<file path="src/design/efci_regs.vh">
// Register map, field positions, reset values and configuration constants for ECC diagnostics
`ifndef EFCI_REGS_VH
`define EFCI_REGS_VH

// Register byte offsets (APB, one aligned 32-bit word each)
`define EFCI_OFF_ERR_STATUS   12'h000
`define EFCI_OFF_IRQ_MASK     12'h004
`define EFCI_OFF_FAIL_W0      12'h010
`define EFCI_OFF_FAIL_W1      12'h014
`define EFCI_OFF_FAIL_W2      12'h018
`define EFCI_OFF_FAIL_W3      12'h01c
`define EFCI_OFF_INJ_W0       12'h020
`define EFCI_OFF_INJ_W1       12'h024
`define EFCI_OFF_INJ_W2       12'h028
`define EFCI_OFF_INJ_W3       12'h02c

// Status and mask fields
`define EFCI_BIT_UNCORR       0
`define EFCI_BIT_CORR         1
`define EFCI_STATUS_W         2

// Reset values
`define EFCI_RST_WORD         32'h0000_0000
`define EFCI_RST_STATUS       2'h0
`define EFCI_RST_MASK         2'h0

// Word geometry
`define EFCI_WORD_W           32
`define EFCI_MAX_WORDS        4
`define EFCI_ADDR_W           12

`endif

</file>
<file path="src/design/efci_capture.v">
// Failing-data capture of the first uncorrectable read
`timescale 1ns/10ps
`default_nettype none
`include "efci_regs.vh"

module efci_capture #(
    parameter DATA_W  = 64,
    parameter ECC_EN  = 1
) (
    // Clock and reset
    input  wire                clk_in,
    input  wire                rst_b_in,
    // Read-side event
    input  wire                uncorr_event_in,
    input  wire [DATA_W-1:0]   rd_data_raw_in,
    input  wire                rearm_in,
    // Captured data
    output wire [DATA_W-1:0]   capture_data_out,
    output wire                armed_out
);

    reg              armed;
    reg [DATA_W-1:0] captured;

    generate
        if (ECC_EN == 1) begin : g_cap
            always @(posedge clk_in or negedge rst_b_in) begin
                if (!rst_b_in) begin
                    armed    <= 1'b1;
                    captured <= {DATA_W{1'b0}};
                end else begin
                    if (armed && uncorr_event_in) begin
                        captured <= rd_data_raw_in;
                        armed    <= 1'b0;
                    end else if (rearm_in) begin
                        armed <= 1'b1;
                    end
                end
            end
        end else begin : g_nocap
            always @(posedge clk_in or negedge rst_b_in) begin
                if (!rst_b_in) begin
                    armed    <= 1'b0;
                    captured <= {DATA_W{1'b0}};
                end else begin
                    armed    <= 1'b0;
                    captured <= {DATA_W{1'b0}};
                end
            end
        end
    endgenerate

    assign capture_data_out = captured;
    assign armed_out        = armed;

endmodule
`default_nettype wire

</file>
<file path="src/design/efci_inject.v">
// Self-clearing data fault injection on the block RAM write path
`timescale 1ns/10ps
`default_nettype none
`include "efci_regs.vh"

module efci_inject #(
    parameter DATA_W   = 64,
    parameter INJ_EN   = 1,
    parameter ECC_EN   = 1
) (
    // Clock and reset
    input  wire                clk_in,
    input  wire                rst_b_in,
    // Software load of one mask word
    input  wire                load_in,
    input  wire [1:0]          load_word_in,
    input  wire [31:0]         load_data_in,
    // Write path
    input  wire                wr_en_in,
    input  wire [DATA_W-1:0]   wr_data_in,
    output wire [DATA_W-1:0]   wr_data_out
);

    localparam NWORDS = (DATA_W + 31) / 32;

    reg [DATA_W-1:0] inj_mask;
    reg [DATA_W-1:0] next_inj_mask;
    integer          i;

    // Load wins over auto-clear so a fresh mask is never lost
    always @* begin
        next_inj_mask = inj_mask;
        if (wr_en_in) begin
            next_inj_mask = {DATA_W{1'b0}};
        end
        if (load_in) begin
            for (i = 0; i < NWORDS; i = i + 1) begin
                if (load_word_in == i[1:0]) begin
                    next_inj_mask[i*32 +: 32] = load_data_in;
                end
            end
        end
    end

    generate
        if (INJ_EN == 1 && ECC_EN == 1) begin : g_inj
            always @(posedge clk_in or negedge rst_b_in) begin
                if (!rst_b_in) begin
                    inj_mask <= {DATA_W{1'b0}};
                end else begin
                    inj_mask <= next_inj_mask;
                end
            end
            // Check bits are generated elsewhere from clean data
            assign wr_data_out = wr_data_in ^ (wr_en_in ? inj_mask : {DATA_W{1'b0}});
        end else begin : g_noinj
            always @(posedge clk_in or negedge rst_b_in) begin
                if (!rst_b_in) begin
                    inj_mask <= {DATA_W{1'b0}};
                end else begin
                    inj_mask <= {DATA_W{1'b0}};
                end
            end
            assign wr_data_out = wr_data_in;
        end
    endgenerate

endmodule
`default_nettype wire

</file>
<file path="src/design/efci_top.v">
// APB register block for ECC failing-data capture and data fault injection
//
// The address map and register access over APB were left to the implementer.
`timescale 1ns/10ps
`default_nettype none
`include "efci_regs.vh"

// Summary of operation
// - First uncorrectable read stores data bits 63:32 in capture word 1.
// - Capture holds until uncorrectable flag is cleared, then re-arms.
// - Capture is armed right after reset.
// - Capture word 1 used only when data width exceeds 32.
// - Words 2 and 3 capture bits 95:64 above 64 bits and 127:96 above 96 bits.
// - Capture registers exist only when ECC is enabled.
// - Inject word 0 flips data bits 31:0 on next write; check bits untouched.
// - Injection mask self-clears once applied to a write.
// - Injection registers exist only with both injection and ECC enabled.
// - Inject word 1 flips bits 63:32 when width exceeds 32.
// - Inject words 2 and 3 flip bits 95:64 above 64 and 127:96 above 96.
// - Uncorrectable flag clears on write of one; zero leaves it.
module efci_top #(
    parameter DATA_W   = 64,
    parameter ECC_EN   = 1,
    parameter INJ_EN   = 1
) (
    // Clock and reset
    input  wire                      clk_in,
    input  wire                      rst_b_in,
    // APB slave
    input  wire                      psel_in,
    input  wire                      penable_in,
    input  wire                      pwrite_in,
    input  wire [`EFCI_ADDR_W-1:0]   paddr_in,
    input  wire [31:0]               pwdata_in,
    output wire                      pready_out,
    output reg  [31:0]               prdata_out,
    output wire                      pslverr_out,
    // Read path events from the ECC checker
    input  wire                      uncorr_event_in,
    input  wire                      corr_event_in,
    input  wire [DATA_W-1:0]         rd_data_raw_in,
    // Write path to block RAM
    input  wire                      wr_en_in,
    input  wire [DATA_W-1:0]         wr_data_in,
    output wire [DATA_W-1:0]         wr_data_out,
    // Interrupt
    output wire                      irq_out
);

    localparam NWORDS = (DATA_W + 31) / 32;

    wire                 apb_wr;
    wire                 apb_rd;
    wire                 hit;
    wire [DATA_W-1:0]    capture_data;
    wire                 capture_armed;
    wire                 flag_clr_uncorr;
    wire                 inj_load;
    wire [2:0]           inj_index;
    reg  [`EFCI_STATUS_W-1:0] err_status;
    reg  [`EFCI_STATUS_W-1:0] next_err_status;
    reg  [`EFCI_STATUS_W-1:0] irq_mask;
    reg  [31:0]          next_prdata;

    // Returns index of a data word register, or 3'h7 when not one
    function [2:0] word_index;
        input [`EFCI_ADDR_W-1:0] addr;
        input                    inject;
        begin
            word_index = 3'h7;
            if (inject) begin
                if (addr == `EFCI_OFF_INJ_W0) word_index = 3'h0;
                if (addr == `EFCI_OFF_INJ_W1) word_index = 3'h1;
                if (addr == `EFCI_OFF_INJ_W2) word_index = 3'h2;
                if (addr == `EFCI_OFF_INJ_W3) word_index = 3'h3;
            end else begin
                if (addr == `EFCI_OFF_FAIL_W0) word_index = 3'h0;
                if (addr == `EFCI_OFF_FAIL_W1) word_index = 3'h1;
                if (addr == `EFCI_OFF_FAIL_W2) word_index = 3'h2;
                if (addr == `EFCI_OFF_FAIL_W3) word_index = 3'h3;
            end
        end
    endfunction

    // Zero-wait slave: every access completes in its first access cycle
    assign pready_out = 1'b1;
    assign apb_wr     = psel_in && penable_in && pwrite_in;
    assign apb_rd     = psel_in && penable_in && !pwrite_in;

    // Words beyond the data width stay mapped: they read zero, no error
    assign hit = (paddr_in == `EFCI_OFF_ERR_STATUS) ||
                 (paddr_in == `EFCI_OFF_IRQ_MASK) ||
                 (word_index(paddr_in, 1'b0) != 3'h7) ||
                 (word_index(paddr_in, 1'b1) != 3'h7);
    assign pslverr_out = psel_in && penable_in && !hit;

    // Read of status clears it; write-one-to-clear also supported
    assign flag_clr_uncorr = (apb_wr && (paddr_in == `EFCI_OFF_ERR_STATUS) &&
                              pwdata_in[`EFCI_BIT_UNCORR]) ||
                             (apb_rd && (paddr_in == `EFCI_OFF_ERR_STATUS));

    always @* begin
        next_err_status = err_status;
        if (apb_wr && (paddr_in == `EFCI_OFF_ERR_STATUS)) begin
            next_err_status = err_status & ~pwdata_in[`EFCI_STATUS_W-1:0];
        end
        if (apb_rd && (paddr_in == `EFCI_OFF_ERR_STATUS)) begin
            next_err_status = {`EFCI_STATUS_W{1'b0}};
        end
        // Set wins over a same-cycle clear
        if (uncorr_event_in) begin
            next_err_status[`EFCI_BIT_UNCORR] = 1'b1;
        end
        if (corr_event_in) begin
            next_err_status[`EFCI_BIT_CORR] = 1'b1;
        end
    end

    always @(posedge clk_in or negedge rst_b_in) begin
        if (!rst_b_in) begin
            err_status <= `EFCI_RST_STATUS;
            irq_mask   <= `EFCI_RST_MASK;
        end else begin
            err_status <= next_err_status;
            if (apb_wr && (paddr_in == `EFCI_OFF_IRQ_MASK)) begin
                irq_mask <= pwdata_in[`EFCI_STATUS_W-1:0];
            end
        end
    end

    assign irq_out = |(err_status & irq_mask);

    // Read data mux; write-only inject words read as zero
    always @* begin
        next_prdata = `EFCI_RST_WORD;
        if (paddr_in == `EFCI_OFF_ERR_STATUS) begin
            next_prdata[`EFCI_STATUS_W-1:0] = err_status;
        end else if (paddr_in == `EFCI_OFF_IRQ_MASK) begin
            next_prdata[`EFCI_STATUS_W-1:0] = irq_mask;
        end else if (ECC_EN == 1 && word_index(paddr_in, 1'b0) < NWORDS) begin
            // Upper words exist only for wide data
            case (word_index(paddr_in, 1'b0))
                3'h0:    next_prdata = capture_data[31:0];
                3'h1:    next_prdata = capture_data[32*(NWORDS > 1 ? 1 : 0) +: 32];
                3'h2:    next_prdata = capture_data[32*(NWORDS > 2 ? 2 : 0) +: 32];
                3'h3:    next_prdata = capture_data[32*(NWORDS > 3 ? 3 : 0) +: 32];
                default: next_prdata = `EFCI_RST_WORD;
            endcase
        end
    end

    always @(posedge clk_in or negedge rst_b_in) begin
        if (!rst_b_in) begin
            prdata_out <= `EFCI_RST_WORD;
        end else if (psel_in && !penable_in && !pwrite_in) begin
            prdata_out <= next_prdata;
        end
    end

    assign inj_index = word_index(paddr_in, 1'b1);
    assign inj_load  = apb_wr && (inj_index < NWORDS);

    efci_capture #(
        .DATA_W           (DATA_W),
        .ECC_EN           (ECC_EN)
    ) u_capture (
        .clk_in           (clk_in),
        .rst_b_in         (rst_b_in),
        .uncorr_event_in  (uncorr_event_in),
        .rd_data_raw_in   (rd_data_raw_in),
        .rearm_in         (flag_clr_uncorr),
        .capture_data_out (capture_data),
        .armed_out        (capture_armed)
    );

    efci_inject #(
        .DATA_W           (DATA_W),
        .INJ_EN           (INJ_EN),
        .ECC_EN           (ECC_EN)
    ) u_inject (
        .clk_in           (clk_in),
        .rst_b_in         (rst_b_in),
        .load_in          (inj_load),
        .load_word_in     (inj_index[1:0]),
        .load_data_in     (pwdata_in),
        .wr_en_in         (wr_en_in),
        .wr_data_in       (wr_data_in),
        .wr_data_out      (wr_data_out)
    );

endmodule
`default_nettype wire

</file>
<file path="config.mk">
export PLATFORM = sky130hd
export DESIGN_NAME = efci_top
export DESIGN_NICKNAME = d
export VERILOG_FILES = /design/src/design/efci_capture.v /design/src/design/efci_inject.v /design/src/design/efci_top.v
export VERILOG_INCLUDE_DIRS = /design/src /design/src/design
export SDC_FILE = /design/constraint.sdc
export NUM_CORES = 1
export LEC_CHECK = 0
export BUFFER_PORTS_ARGS = -buffer_cell sky130_fd_sc_hd__buf_4
export CAP_MARGIN = 5
export CORE_ASPECT_RATIO = 1.25
export CORE_MARGIN = 2
export CORE_UTILIZATION = 35
export CTS_CLUSTER_SIZE = 25
export DETAILED_ROUTE_END_ITERATION = 12
export HOLD_SLACK_MARGIN = 0.02
export PLACE_DENSITY = 0.63
export SYNTH_ARGS = -nofsm -noshare
export SYNTH_HDL_FRONTEND = slang
export SYNTH_HIERARCHICAL = 1
export SYNTH_SLANG_ARGS = --single-unit
export TNS_END_PERCENT = 50
</file>
<file path="constraint.sdc">
create_clock -name clk_in -period 1.3 [get_ports clk_in]
set_input_delay 0.26 -clock clk_in [delete_from_list [all_inputs] [get_ports clk_in]]
set_output_delay 0.26 -clock clk_in [all_outputs]
set_load 0.05 [all_outputs]
</file>
# Word-level counts from Yosys, hierarchy flattened
# Cells that the tools add are included.
# op_classes
n_reduce_logical	27
magnitude_cmp	2
eq_ne	15
bitwise_logic	4
n_mux	30
# ops
cell	count
64-bit two-way mux	3
32-bit two-way mux	3
32-bit one-hot mux with 2 select lines	1
64-bit XOR	1
30-bit two-way mux	2
12-bit by 5-bit == test with 1-bit output, second input constant	4
12-bit by 6-bit == test with 1-bit output, second input constant	4
3-bit two-way mux	13
12-bit by 3-bit == test with 1-bit output, second input constant	1
1-bit logical AND	12
12-bit logical NOT	1
2-bit two-way mux	4
3-bit by 2-bit == test with 1-bit output, second input constant	2
3-bit by 2-bit less-than comparator with 1-bit output, second input constant	2
3-bit inequality test, second input constant	2
3-bit nonzero test	2
2-bit bitwise AND	2
1-bit logical OR	4
1-bit two-way mux	4
3-bit by 1-bit == test with 1-bit output, second input constant	1
1-bit logical NOT	3
3-bit logical NOT	1
3-bit OR reduction	1
2-bit by 1-bit == test with 1-bit output, second input constant	1
4 further kinds	4
# word_totals
reg_bits	165
input_bits	180
output_inout_bits	99

# Logic depth before layout (Yosys ltp)
# Gate-level depths: netlist of the first run.
# logic_depth
ltp_word	17
ltp_mapped	7
depth_no_buf	6

# Cells and area by module
# Netlist of the first run, hierarchy kept.
# by_module_without_submodules
mod	cells_per_inst	seq_area_each_um2	instances	area_per_inst_um2
efci_inject	342	1601.5	1	3679.8
efci_capture	138	1627.8	1	2474.9
efci_top	183	900.9	1	1856.8

# Worst setup path before layout of the first run
# Ideal clock, no wire load.
# synth_timing
kind	in2reg
start	input port paddr_in[10]
end	register u_inject.inj_mask[10]
cell_stages	7
required_time_ps	1175
setup_slack_ps	-952
path_buffers	1
arrival_time_ps	2127
setup_time_ps	125
cell_sequence	or4_4 nor3_2 nand3b_1 nor2_1 nor3b_4 buf_4 mux2_2
# synth_between
elab_chain_len	8
# synth_rtl
element	line_no	text
start, declared	efci_top.v:33	input wire [`EFCI_ADDR_W-1:0] paddr_in,
12-bit by 6-bit == test with 1-bit output (no line)	-	
3-bit two-way mux	efci_top.v:72	if (addr == `EFCI_OFF_INJ_W0) word_index = 3'h0;
3-bit two-way mux	efci_top.v:73	if (addr == `EFCI_OFF_INJ_W1) word_index = 3'h1;
3-bit two-way mux	efci_top.v:74	if (addr == `EFCI_OFF_INJ_W2) word_index = 3'h2;
3-bit two-way mux *	efci_top.v:75	if (addr == `EFCI_OFF_INJ_W3) word_index = 3'h3;
named net inj_index[1]	efci_top.v:59	wire [2:0] inj_index;
3-bit by 2-bit less-than comparator with 1-bit output *	efci_top.v:161	assign inj_load = apb_wr && (inj_index < NWORDS);
1-bit logical AND *	efci_top.v:161	
named net inj_load	efci_top.v:58	wire inj_load;
64-bit two-way mux *	efci_inject.v:36	if (load_in) begin
named net u_inject.next_inj_mask[10]	efci_inject.v:27	reg [DATA_W-1:0] next_inj_mask;
end signal, assigned	efci_inject.v:49	inj_mask <= {DATA_W{1'b0}};
end signal, assigned	efci_inject.v:51	inj_mask <= next_inj_mask;
end, declared	efci_inject.v:26	reg [DATA_W-1:0] inj_mask;
# Mark *: on every way through the listed nets, which the timed path passes. The rest lies on a longest branch.
# A chain may end at the register's enable or synchronous reset.

# Final worst setup path of the first run
# layout_timing
start	input port paddr_in[11]
end	register u_inject.inj_mask[30]
# layout_between
elab_chain_len	8
# layout_rtl
element	line_no
12-bit by 6-bit == test with 1-bit output (no line)	-
3-bit two-way mux	efci_top.v:72
3-bit two-way mux	efci_top.v:73
3-bit two-way mux	efci_top.v:74
3-bit two-way mux *	efci_top.v:75
named net inj_index[1]	efci_top.v:59
3-bit by 2-bit less-than comparator with 1-bit output / 2-bit logical NOT (equally long branches)	efci_top.v:161, efci_inject.v:38
1-bit logical AND / 32-bit two-way mux (equally long branches)	efci_top.v:161, efci_inject.v:38
64-bit two-way mux *	efci_inject.v:36
named net u_inject.next_inj_mask[30]	efci_inject.v:27
# Marks and branches as above.

==> results summary, run 1 <==
The flow ran to the end, but the final reports show violations. The checks that failed: setup timing. CTS placed an instance of clkbuf_16 at the clock tree root.

The detailed-route wire length is 20100 µm. The category of the critical setup timing path is input port to flop. Setup repair after global routing could not meet its margin everywhere. The post-CTS clock slew at the launch and capture registers of the worst setup and hold paths came out at 0.06 ns.

The number of hold violations in the final report came out at 0. The remaining antenna violation count is 0. The worst slack on hold paths came out at 0.0450 ns. The count of endpoints failing setup in the final report is 164. The initial core utilization came out at 35.8%.

The height of the die is 173 µm. The count of TritonRoute iterations in the first routing pass is 4. STA classifies the critical path startpoint as an input port.

Ranked by total cell area, the synthesized netlist is headed by dfrtp_1, mux2_2, xnor2_1. The Yosys step of the flow raised 6 warnings. The setup clock skew after layout is 0.0102 ns. The area of the die is 24100 µm². The net count of the finished layout came out at 1159. The synthesized area per cell is 12.1 µm². The final cell area excluding filler cells came out at 12400 µm². After synthesis, the most frequently instantiated cells are dfrtp_1, mux2_2, nand2_1. The cell row count is 61. The clock tree buffer depth is 2.

The total power came out at 11700 µW. The count of buffers from port buffering came out at 277. Counting flops and latches in the post-synthesis netlist gives 165. The via count of the first global-routing pass is 6311. The total power per unit cell area is 940 nW/µm². The final critical-path required period came out at 1.95 ns.

The category of the worst setup path capture point is a flop. Detailed placement ended at an HPWL of 14600 µm. The starting DRC count in detailed routing came out at 149. Setup slack on the critical path of the routed design comes to -0.646 ns. The endpoint required time on the critical path is 1.60 ns. The post-synthesis instance total is 663. Fill cells in the final layout number 1947. The worst register-to-register path has a setup slack of 0 ns. The antenna diode count came out at 0.

The number of remaining DRC errors came out at 0. The termination of the worst setup path is u_inject/inj_mask[30]. The number of antenna violations at the first check in global routing is 0. The number of max-slew violations in the final report is 0. The final critical path takes up 150% of the cycle. The share of the synthesized area in the top cell type came out at 51.2%. The placement-stage cell area is 11300 µm². Counting cells, the worst reg-to-reg path comes to 3. The total of max-cap violations is 0.

The worst vdd rail ir drop came out at 0.768 mV. The area of the core region is 22400 µm². The arrival time of the worst setup path is 2.25 ns. The maximum operating frequency came out at 514 MHz. The predominant post-synthesis flop cell is dfrtp_1. Along the worst path, the maximum fanout reaches 12. The total I/O pin count came out at 279. The wire length of the first global-routing pass is 32500 µm. The die is 139 µm wide. The largest total area in the synthesized netlist belongs to dfrtp_1.

The proportion of synthesized flip-flops having asynchronous set or reset came out at 100%. Summing all flip-flop and latch instances after layout gives 4140 µm². Using the TritonRoute via totals, the vias-per-cell ratio works out to 4.69. The global route total overflow came out at 0. The CTS buffer count came out at 17.

The synthesized netlist occupies a cell area of 8010 µm². The pin count of the biggest net entering global routing is 45. Along the worst hold path, the cell count comes to 2. For this design the static power due to leakage is 0.00615 µW.

The share of post-route cells with drive strength above 1 is 59.9%. The area growth from synthesis to layout is 55.3%. The clock latency reported for the late side of the worst-skew pair is 0.42 ns. The total track usage came out at 16.7%.

The average wire length per cell after detail routing is 15.8 µm. The number of H-tree levels came out at 4. The CTS tree is yes.

The number of enable-type register cells in the synthesized netlist is 0. The portion of the post-synthesis area used by sequential elements is 51.6%. The most critical setup path has its startpoint at paddr_in[11]. The net count of the mapped netlist is 843.

The path class of the tightest hold or removal check is input port to flop. In the post-synthesis netlist, the cell with the most instances is dfrtp_1. The count of vias placed by the detailed router came out at 5977.

At the end of routability-driven placement, the weighted congestion stood at 0.763. The clock sink count came out at 165. Synthesis instantiated 40 different standard cells from the library. In this run the critical register-to-register path is captured at u_capture/capture_data_out[7].

The area of the multi-input gates came out at 4370 µm². The launch point of the worst reg-to-reg path is u_capture/armed_out.
[cell usage in the layout (no fill, tap or decap), drive strengths merged, types with 9 or more instances in the layout]
master	instances
mux2	132
xnor2	64
o21ai	30
clkbuf	21
dfrtp	164
nor2b	65
inv	9
mux2i	31
buf	332
nand2	99
[how the worst min path moves through the flow]
| stage | from | end | slack [ns] |
|---|---|---|---|
| 3_5_place_dp | rst_b_in | u_capture/capture_data_out[35] | 0.14 |
| 5_1_grt | corr_event_in | err_status[1] | 0.03 |
| 2_1_floorplan | rst_b_in | err_status[0] | -0.04 |
| 4_1_cts | corr_event_in | err_status[1] | 0.03 |
| 6_report | corr_event_in | err_status[1] | 0.05 |
| 3_3_place_gp | rst_b_in | u_capture/capture_data_out[35] | 0.14 |
[cell families after synthesis]
family,after synthesis,share of synthesized area [%]
and+or+nand+nor,188,12.2
DFF,165,51.6
muxes,163,22.8
xor gates and xnor gates,64,7.00
AOI/OAI and AO/OA,41,2.89
buffers and inverters,41,3.59
other,1,0.0468
[cell type report]
class | instances | share of cell area, %
multi-input cells | 457 | 35.1
flip-flops and latches | 165 | 33.3
repair buffers | 335 | 24.1
clock buffers | 20 | 3.59
well taps | 283 | 2.85
clock inverters | 12 | 0.956
inverters | 3 | 0.0905
[routing by layer]
layer | wire length (µm) | vias up | GRT usage, %
li1 | - | 2860 | -
met1 | 8060 | 2887 | 20.0
met3 | 1590 | 23 | 5.70
met2 | 10200 | 207 | 28.5
met5 | 0 | - | 0
met4 | 339 | 0 | 4.63
[report_power, final]
part	total, µW	internal [µW]	switching [µW]
Combinational	1680	790	893
Sequential	5140	5140	1.98
Clock	4870	2730	2140
Total	11700	8660	3030
[worst max-delay path, stage by stage]
cell and delay [ns]:
buf_6 0.09, or4_4 0.55, nor3_4 0.19, nand3b_1 0.13
buf_4 0.17, nor3b_4 0.19, buf_4 0.17, buf_12 0.15
mux2_2 0.34
[registers in the layout (all words and copies together), names as in the netlist]
name	cells
u_capture/capture_data_out	64
u_inject/inj_mask	64
prdata_out	32
err_status	2
irq_mask	2
u_capture/armed_out	1
[through the flow]
stage | utilization [%] | cells | TNS [ns] | worst slack, ns
after floorplan | - | 663 | -84.76 | -0.946
after global placement | 50.5 | 1232 | -91.06 | -1.06
after detailed placement | 50.5 | 1232 | -92.34 | -1.07
after CTS | 54.4 | 1271 | -49.30 | -0.585
after global routing | 55.6 | 1275 | -60.18 | -0.718
final | 55.6 | 1275 | -50.47 | -0.646
[timing repair]
item,4_1_cts,5_1_grt
gates resized for setup,90,59
pin swaps,55,7
endpoints found under the hold margin,166,0
setup buffers,3,4
gates cloned,2,1
setup endpoints to repair,171,189
hold buffers,2,0
Power figures use the tool's default switching activity.
==> run 2, diff against run 1 <==
--- a/config.mk
+++ b/config.mk
@@ -17,6 +17,5 @@
 export PLACE_DENSITY = 0.63
 export SYNTH_ARGS = -nofsm -noshare
 export SYNTH_HDL_FRONTEND = slang
-export SYNTH_HIERARCHICAL = 1
 export SYNTH_SLANG_ARGS = --single-unit
 export TNS_END_PERCENT = 50
==> run 2 against run 1 <==
Largest cell class unchanged; critical path depth stayed put; total power grew 6.1%; critical path type unchanged; synthesized area is 2.7% lower; clock power up 6.8%; the run still ends with setup timing left.
==> results summary, run 2 <==
The pin count of the biggest net entering global routing is 45 (unchanged). The final cycle utilization of the critical path is 140% (-9.6 points). The post-CTS clock slew at the launch and capture registers of the worst setup and hold paths was 0.06 ns (about the same). The maximum operating frequency was 549 MHz (+6.8%). The final estimated routing congestion in global placement is 0.762 (-0.17%). The detailed-placement wirelength estimate is 16600 µm (+14%). The starting DRC count in detailed routing came out at 237 (+59%). The height of the die came out at 171 µm (-1.3%). The kind of start point of the critical path is an input port. The clock latency reported for the late side of the worst-skew pair is 0.42 ns (about the same).

The arrival time of the worst setup path is 2.13 ns (-0.12 ns). The proportion of power drawn by flip-flops and latches is 41.4% (-2.6 points). The top cell types in the final layout, fill and taps aside, are buf_4, dfrtp_1, buf_6, xnor2_4, mux2_2. The hold path depth came to 3 (+1).

The biggest area contributor in the post-synthesis netlist is dfrtp_1. The initial core utilization is 35.4% (-0.47 points). The number of max-slew violations in the final report is 0 (unchanged).

The count of buffers from port buffering came out at 277 (unchanged). The number of standard cells in the final layout excluding fillers came out at 1332 (+4.5%). The cell row count came out at 61 (unchanged). The switching share of power came out at 25.5% (-0.48 points). The total power came out at 12400 µW (+6.1%). The storage element area is 4180 µm² (+0.97%).

The minimum setup slack among reg-to-reg paths came out at 0 ns (unchanged). The delay contributed by the slowest stage of the critical path is 0.56 ns (about the same). The count of TritonRoute iterations in the first routing pass came out at 4 (unchanged). The setup clock skew after layout came out at 0.00600 ns (-0.00422 ns). The total of flip-flops plus latches after synthesis came to 165 (unchanged).

The smallest setup slack after layout came out at -0.522 ns (+0.125 ns). The total of fill cells in the finished design came out at 1661 (-15%). The share of power burned in the clock network is 42.0% (+0.4 points). The endpoint required time on the critical path came to 1.61 ns (about the same). The area growth from synthesis to layout came out at 87.2%. The maximum fanout along the worst path came to 8 (-4). Traced cell by cell, the critical path runs through buf_6, or4_4, buf_6, buf_4, or2_4, nor4_4, buf_4, buf_16, o21ai_2. The clock sink count came out at 165 (unchanged).

The number of H-tree levels is 4 (unchanged). The launch point of the worst path is paddr_in[9]. In this run the most critical hold path is launched from pwdata_in[19]. Routed signal wires occupy layers up through met4. The count of endpoints failing setup in the final report is 167 (+1.8%).

By area the synthesized netlist is led by dfrtp_1, mux2_2, xnor2_1. The area of the die came out at 23500 µm² (-2.6%). The detailed-route vias per instance is 4.78 (+1.9%). The horizontal die dimension is 138 µm (-1.3%). The headroom to the max-slew limit is 58.4%.

CTS placed an instance of clkbuf_16 at the clock tree root. The final reports fail on setup timing. The net count of the mapped netlist came out at 877 (+4.0%). The number of buffers and inverters on the critical path was 5 (+1). The run finished, with violations left. The synthesized area per cell is 11.2 µm² (-7.4%). The share of post-route cells with drive strength above 1 came out at 70.0% (+10 points).

The detailed-route wire length came out at 24500 µm (+22%). The path category of the worst min-delay check is input port to flop. The proportion of synthesized flip-flops having asynchronous set or reset was 100% (unchanged). The total power per unit cell area came out at 850 nW/µm² (-9.6%). The remaining antenna violation count is 0 (unchanged). The net count of the finished layout came out at 1217 (+5.0%). The number of hold violations in the final report is 0 (unchanged). The leakage power figure came out at 0.00671 µW (+9.0%). The post-synthesis instance total came out at 697 (+5.1%). The total track usage came out at 21.1% (+4.4 points). The critical path is of the input port to flop type. Setup repair after global routing could not meet its margin everywhere.

The count of vias placed by the detailed router came to 6361 (+6.4%). The average wire length per cell after detail routing is 18.4 µm (+17%). The number of enable-type register cells in the synthesized netlist came out at 0 (unchanged). The combinational share of power is 16.6% (+2.2 points).

The worst vdd rail ir drop came to 0.744 mV (-3.0%). The via count of the first global-routing pass came to 6826 (+8.2%). The summed instance area of the synthesized netlist is 7800 µm² (-2.7%).

The largest individual stage delay along the critical path comes from the cell or4_4. The share of the synthesized area in the top cell type came out at 52.6% (+1.4 points). The final critical-path required period came out at 1.82 ns (-0.125 ns).

By instance count, the leading cell after synthesis is dfrtp_1. In this design, the largest share of critical-path delay is due to simple AND/OR/NAND/NOR gates. Among all flip-flop cells after synthesis, the most frequent one is dfrtp_1. The worst register-to-register path begins at u_capture.armed_out. The number of warnings issued by yosys is 0 (-6).

The path depth of the worst reg2reg path came out at 3 (unchanged). The internal power came out at 9240 µW (+6.8%). The wire length of the first global-routing pass is 37300 µm (+15%). The clock tree buffer depth is 2 (unchanged). The CTS buffer count came to 17 (unchanged). The area of the multi-input gates came out at 5970 µm² (+36%). The number of placed cells counting well taps came out at 1267 (+2.8%).

The area of the core region is 22100 µm² (-1.4%). The CTS tree is yes. The power spent charging and discharging nets is 3160 µW (+4.1%). The portion of the post-synthesis area used by sequential elements came out at 53.0% (+1.4 points). For the pin with the worst max-slew slack, the measured transition is 0.608 ns. The number of gates on the worst path with buffers counted was 9 (unchanged).

The met3 layer wire length in the routed design is 2000 µm (+26%). Leaving out fill and tap cells, the most frequent cell in the layout is buf_4. The number of distinct library cells after synthesis came out at 40 (unchanged). The commonest cells after synthesis are dfrtp_1, nand2_1, mux2_2. The number of remaining DRC errors is 0 (unchanged). The met1 wire length came out at 9220 µm (+14%).

The number of antenna violations at the first check in global routing came to 1 (+1). The total I/O pin count was 279 (unchanged). The global route total overflow came out at 0 (unchanged). The total of max-cap violations is 0 (unchanged). The sum of met2 wire segment lengths after detailed routing was 13000 µm (+28%). STA classifies the critical path endpoint as a flop.
-- run 2: final timing paths --
kind / end
worst max-delay path: u_inject.inj_mask[15]
worst max register to register: u_capture.capture_data_out[23]
min in group asynchronous: u_capture.capture_data_out[56]
worst min register to register: prdata_out[23]
worst min-delay path: u_inject.inj_mask[19]
max in group asynchronous: u_inject.inj_mask[36]
-- run 2: through the flow --
stage / hold WS [ns] / utilization, % / cell area, µm² / setup TNS (ns) / worst slack (ns)
3_3_place_gp: 0.166 / 57.7 / 12700 / -74.67 / -0.741
2_1_floorplan: -0.0356 / - / 10000 / -58.07 / -0.557
5_1_grt: 0.0460 / 66.2 / 14600 / -52.32 / -0.543
6_report: 0.0599 / 66.2 / 14600 / -46.69 / -0.522
4_1_cts: 0.0452 / 65.0 / 14300 / -42.20 / -0.548
3_5_place_dp: 0.166 / 57.7 / 12700 / -76.65 / -0.769
-- run 2: worst register-to-register path, cell delays in order, from the launching register on --
cell and delay (ns):
dfstp_2 0.59, nand2_4 0.08, buf_12 0.19, mux2_2 0.32
-- run 2: cell type report --
cell class / count / share of cell area [%]
multi-input combinational: 491 / 40.9
tap: 283 / 2.43
sequential: 165 / 28.6
clock inverter: 11 / 1.03
clock buffer: 19 / 3.10
timing repair buffer: 362 / 23.9
antenna: 1 / 0.0171
-- run 2: metal layers --
layer | track usage (%) | vias to the layer above
met1 | 23.8 | 3136
met3 | 7.64 | 18
met4 | 4.53 | 0
met5 | 0 | -
met2 | 37.9 | 190
li1 | - | 3017
-- run 2: cell families (layout without fill, tap and decap cells) --
family	after synthesis	in the layout	share of synthesized area [%]
AO/OA/AOI/OAI	76	76	5.33
XOR/XNOR	64	64	7.19
buffers and inverters	41	392	2.26
flip-flops	165	165	53.0
multiplexers	128	128	18.0
other	1	2	0.0481
AND/OR/NAND/NOR	222	222	14.2
-- run 2: power by group through the flow --
stage	clock [µW]	sequential, µW	combinational, µW
final	5200	5140	2060
after global routing	5540	5140	2170
after CTS	5310	5140	2070
after detailed placement	0	5240	1950
after global placement	0	5240	1940
after floorplan	0	5240	976
-- run 2: timing repair --
item / CTS / global route
endpoints found under the hold margin: 25 / 0
hold buffers: 2 / 0
pin swaps: 117 / 37
gates resized for setup: 213 / 83
endpoints found under the setup margin: 165 / 224
setup buffers: 20 / 11
gates cloned: 9 / 1
==> run 3, diff against run 2 <==
--- a/config.mk
+++ b/config.mk
@@ -15,6 +15,7 @@
 export DETAILED_ROUTE_END_ITERATION = 12
 export HOLD_SLACK_MARGIN = 0.02
 export PLACE_DENSITY = 0.63
+export SETUP_SLACK_MARGIN = 0.2
 export SYNTH_ARGS = -nofsm -noshare
 export SYNTH_HDL_FRONTEND = slang
 export SYNTH_SLANG_ARGS = --single-unit
==> run 3 against run 2 <==
Worst setup slack improved by 0.036 ns; the flow still finishes with violations (setup timing); utilization is 1.8 points higher; non-clock buffer count rose by 12; combinational power about the same; clock skew increased by 0.0037 ns; sequential share of layout area is 0.75 points lower; largest cell class unchanged; largest power group is now registers.
==> results summary, run 3 (synthesis gave the netlist of run 2 again) <==
The run finished, with violations left. The final reports fail on setup timing. The commonest non-fill, non-tap cell in the layout is buf_4. The horizontal die dimension came out at 138 µm (unchanged). The via count of the first global-routing pass came to 6915 (+1.3%).

The minimum setup slack among reg-to-reg paths is 0.01 ns (about the same). The detailed-placement wirelength estimate is 16700 µm (+0.99%). The area of the die came out at 23500 µm² (unchanged). The critical path ends at prdata_out[11]. The delay contributed by the slowest stage of the critical path is 0.55 ns (about the same). The clock sink count is 165 (unchanged). The area growth from synthesis to layout came out at 92.4%. The number of hold violations in the final report came out at 0 (unchanged). The global route total overflow is 0 (unchanged). The net count of the finished layout came out at 1229 (+0.99%). The total power per unit cell area came out at 807 nW/µm² (-5.0%).

The final cell area excluding filler cells came to 15000 µm² (+2.8%). The number of remaining DRC errors came out at 0 (unchanged). The clock tree buffer depth is 2 (unchanged). The end-of-flow core utilization came out at 68.0% (+1.8 points).

The detailed-route vias per instance came out at 4.75 (-0.61%). The placement-stage cell area came out at 12800 µm² (+0.82%). The CTS buffer count is 17 (unchanged).

The worst slack on hold paths is 0.0652 ns (+0.00535 ns). The antenna diode count was 0 (-1). The storage element area came out at 4180 µm² (about the same).

The root buffer selected by CTS is clkbuf_16. The number of max-slew violations in the final report is 0 (unchanged). The final estimated routing congestion in global placement was 0.755 (-0.84%). The maximum operating frequency is 560 MHz (+2.0%).

The initial core utilization came out at 35.4% (unchanged). The final cycle utilization of the critical path is 137% (-2.8 points). The total of fill cells in the finished design came to 1612 (-3.0%). The total of max-cap violations is 0 (unchanged).

Traced cell by cell, the critical path runs through buf_6, or4_4, buf_6, buf_6, buf_6, buf_6, nor3_4, nand2_4, buf_12, buf_16, o21ai_4. The pin count of the biggest net entering global routing came out at 33 (-27%). Setup repair after global routing could not meet its margin everywhere. The worst setup path is captured at a flop.

The leakage power figure came out at 0.00696 µW (+3.7%). The slew at the pin with the worst max-slew slack came to 0.597 ns (-0.0114 ns). The cell that appears most often on the critical path is buf_6. The endpoint required time on the critical path came out at 1.65 ns (+0.04 ns). The wire length of the first global-routing pass came to 37600 µm (+0.63%). The remaining antenna violation count came to 0 (unchanged). The arrival time of the worst setup path came to 2.13 ns (about the same). The number of H-tree levels is 4 (unchanged).

The top cell types in the final layout, fill and taps aside, are buf_4, dfrtp_1, buf_6, mux2_4, xnor2_4. The total I/O pin count is 279 (unchanged). On the critical path, the stage with the largest delay is an instance of or4_4. The detailed-route wire length is 24300 µm (-0.87%).

The setup clock skew after layout is 0.00966 ns (+0.00367 ns). The cell row count is 61 (unchanged). The total power came out at 12100 µW (-2.3%). The total track usage is 20.9% (-0.16 points).

The kind of start point of the critical path is an input port. The area of the core region is 22100 µm² (unchanged). The height of the die is 171 µm (unchanged). The starting DRC count in detailed routing came to 198 (-16%). The worst register-to-register path begins at u_capture.armed_out. The path depth of the worst reg2reg path came to 3 (unchanged). The count of buffers from port buffering came out at 277 (unchanged). The headroom to the max-slew limit is 60.2% (+1.8 points). The maximum fanout along the worst path is 7 (-1). The clock latency reported for the late side of the worst-skew pair is 0.42 ns (about the same).

The count of endpoints failing setup in the final report is 167 (unchanged). The smallest setup slack after layout came out at -0.486 ns (+0.0361 ns). The count of vias placed by the detailed router came out at 6379 (+0.28%). The area of the multi-input gates is 6120 µm² (+2.6%). The endpoint identified for the worst register-to-register timing path is u_capture.capture_data_out[57]. The average wire length per cell after detail routing is 18.1 µm (-1.8%). The count of TritonRoute iterations in the first routing pass was 4 (unchanged). The share of post-route cells with drive strength above 1 is 70.7% (+0.65 points).

The number of antenna violations at the first check in global routing came to 0 (-1). The category of the critical setup timing path is input port to flop. The most critical setup path has its startpoint at paddr_in[9]. The final critical-path required period came out at 1.79 ns (-0.0361 ns). TritonCTS built the clock tree. The accumulated negative setup slack is -49.98 ns (-3.29 ns). The post-CTS clock slew at the launch and capture registers of the worst setup and hold paths was 0.07 ns (about the same).

The path class of the tightest hold or removal check is input port to flop. The worst vdd rail ir drop is 0.737 mV (-0.96%).
-- run 3: cell types whose count changed in the layout (fill, tap and decap cells not counted), sizes merged --
cell and change:
diode -1, clkbuf +2, bufinv -2, inv +5, buf +10, clkinv -2
-- run 3: final cells by class --
| cell class | count | area share (%) |
|---|---|---|
| clock inverters | 12 | 0.792 |
| flip-flops and latches | 165 | 27.9 |
| repair buffers | 374 | 25.2 |
| well taps | 283 | 2.36 |
| multi-input cells | 491 | 40.8 |
| clock buffers | 19 | 2.95 |
-- run 3: metrics by stage --
step                setup slack, ns  instances
finish                       -0.486       1344
global route                 -0.523       1344
CTS                          -0.414       1330
detailed placement           -0.774       1272
global placement             -0.758       1272
floorplan                    -0.557        697
-- run 3: worst max-delay path: cells and delay by family --
| family | cells | cell delay (ns) |
|---|---|---|
| buf+inv | 7 | 0.84 |
| compound gates | 1 | 0.14 |
| simple gates | 3 | 0.88 |
-- run 3: how the worst min path moves through the flow --
stage | endpoint | from | slack, ns | cells after the start
after floorplan | err_status[0] | rst_b_in | -0.04 | 0
after global placement | u_capture.capture_data_out[44] | rst_b_in | 0.17 | 1
after detailed placement | u_capture.capture_data_out[44] | rst_b_in | 0.17 | 1
after CTS | u_inject.inj_mask[17] | pwdata_in[17] | 0.04 | 3
after global routing | u_inject.inj_mask[10] | pwdata_in[10] | 0.05 | 3
final | u_inject.inj_mask[30] | pwdata_in[30] | 0.07 | 3
-- run 3: what timing repair did --
action,in CTS,in global routing
gates resized for setup,269,76
cloned,7,4
endpoints found under the setup margin,263,263
pin swaps,144,40
endpoints found under the hold margin,86,0
buffers inserted,18,10
hold buffers,2,0
-- run 3: report_power, final --
part	leakage [µW]	internal, µW	switching (µW)
registers	0.00222	5140	2.29
clock network	0.000273	2720	2170
logic	0.00446	1010	1070
total	0.00696	8870	3250
-- run 3: routing by layer --
layer,share of wire (%),up-vias,GRT usage [%]
met2,53,184,37.2
met5,0,-,0
met1,39,3138,24.7
met3,6.9,15,6.28
met4,0.88,0,4.62
li1,-,3042,-
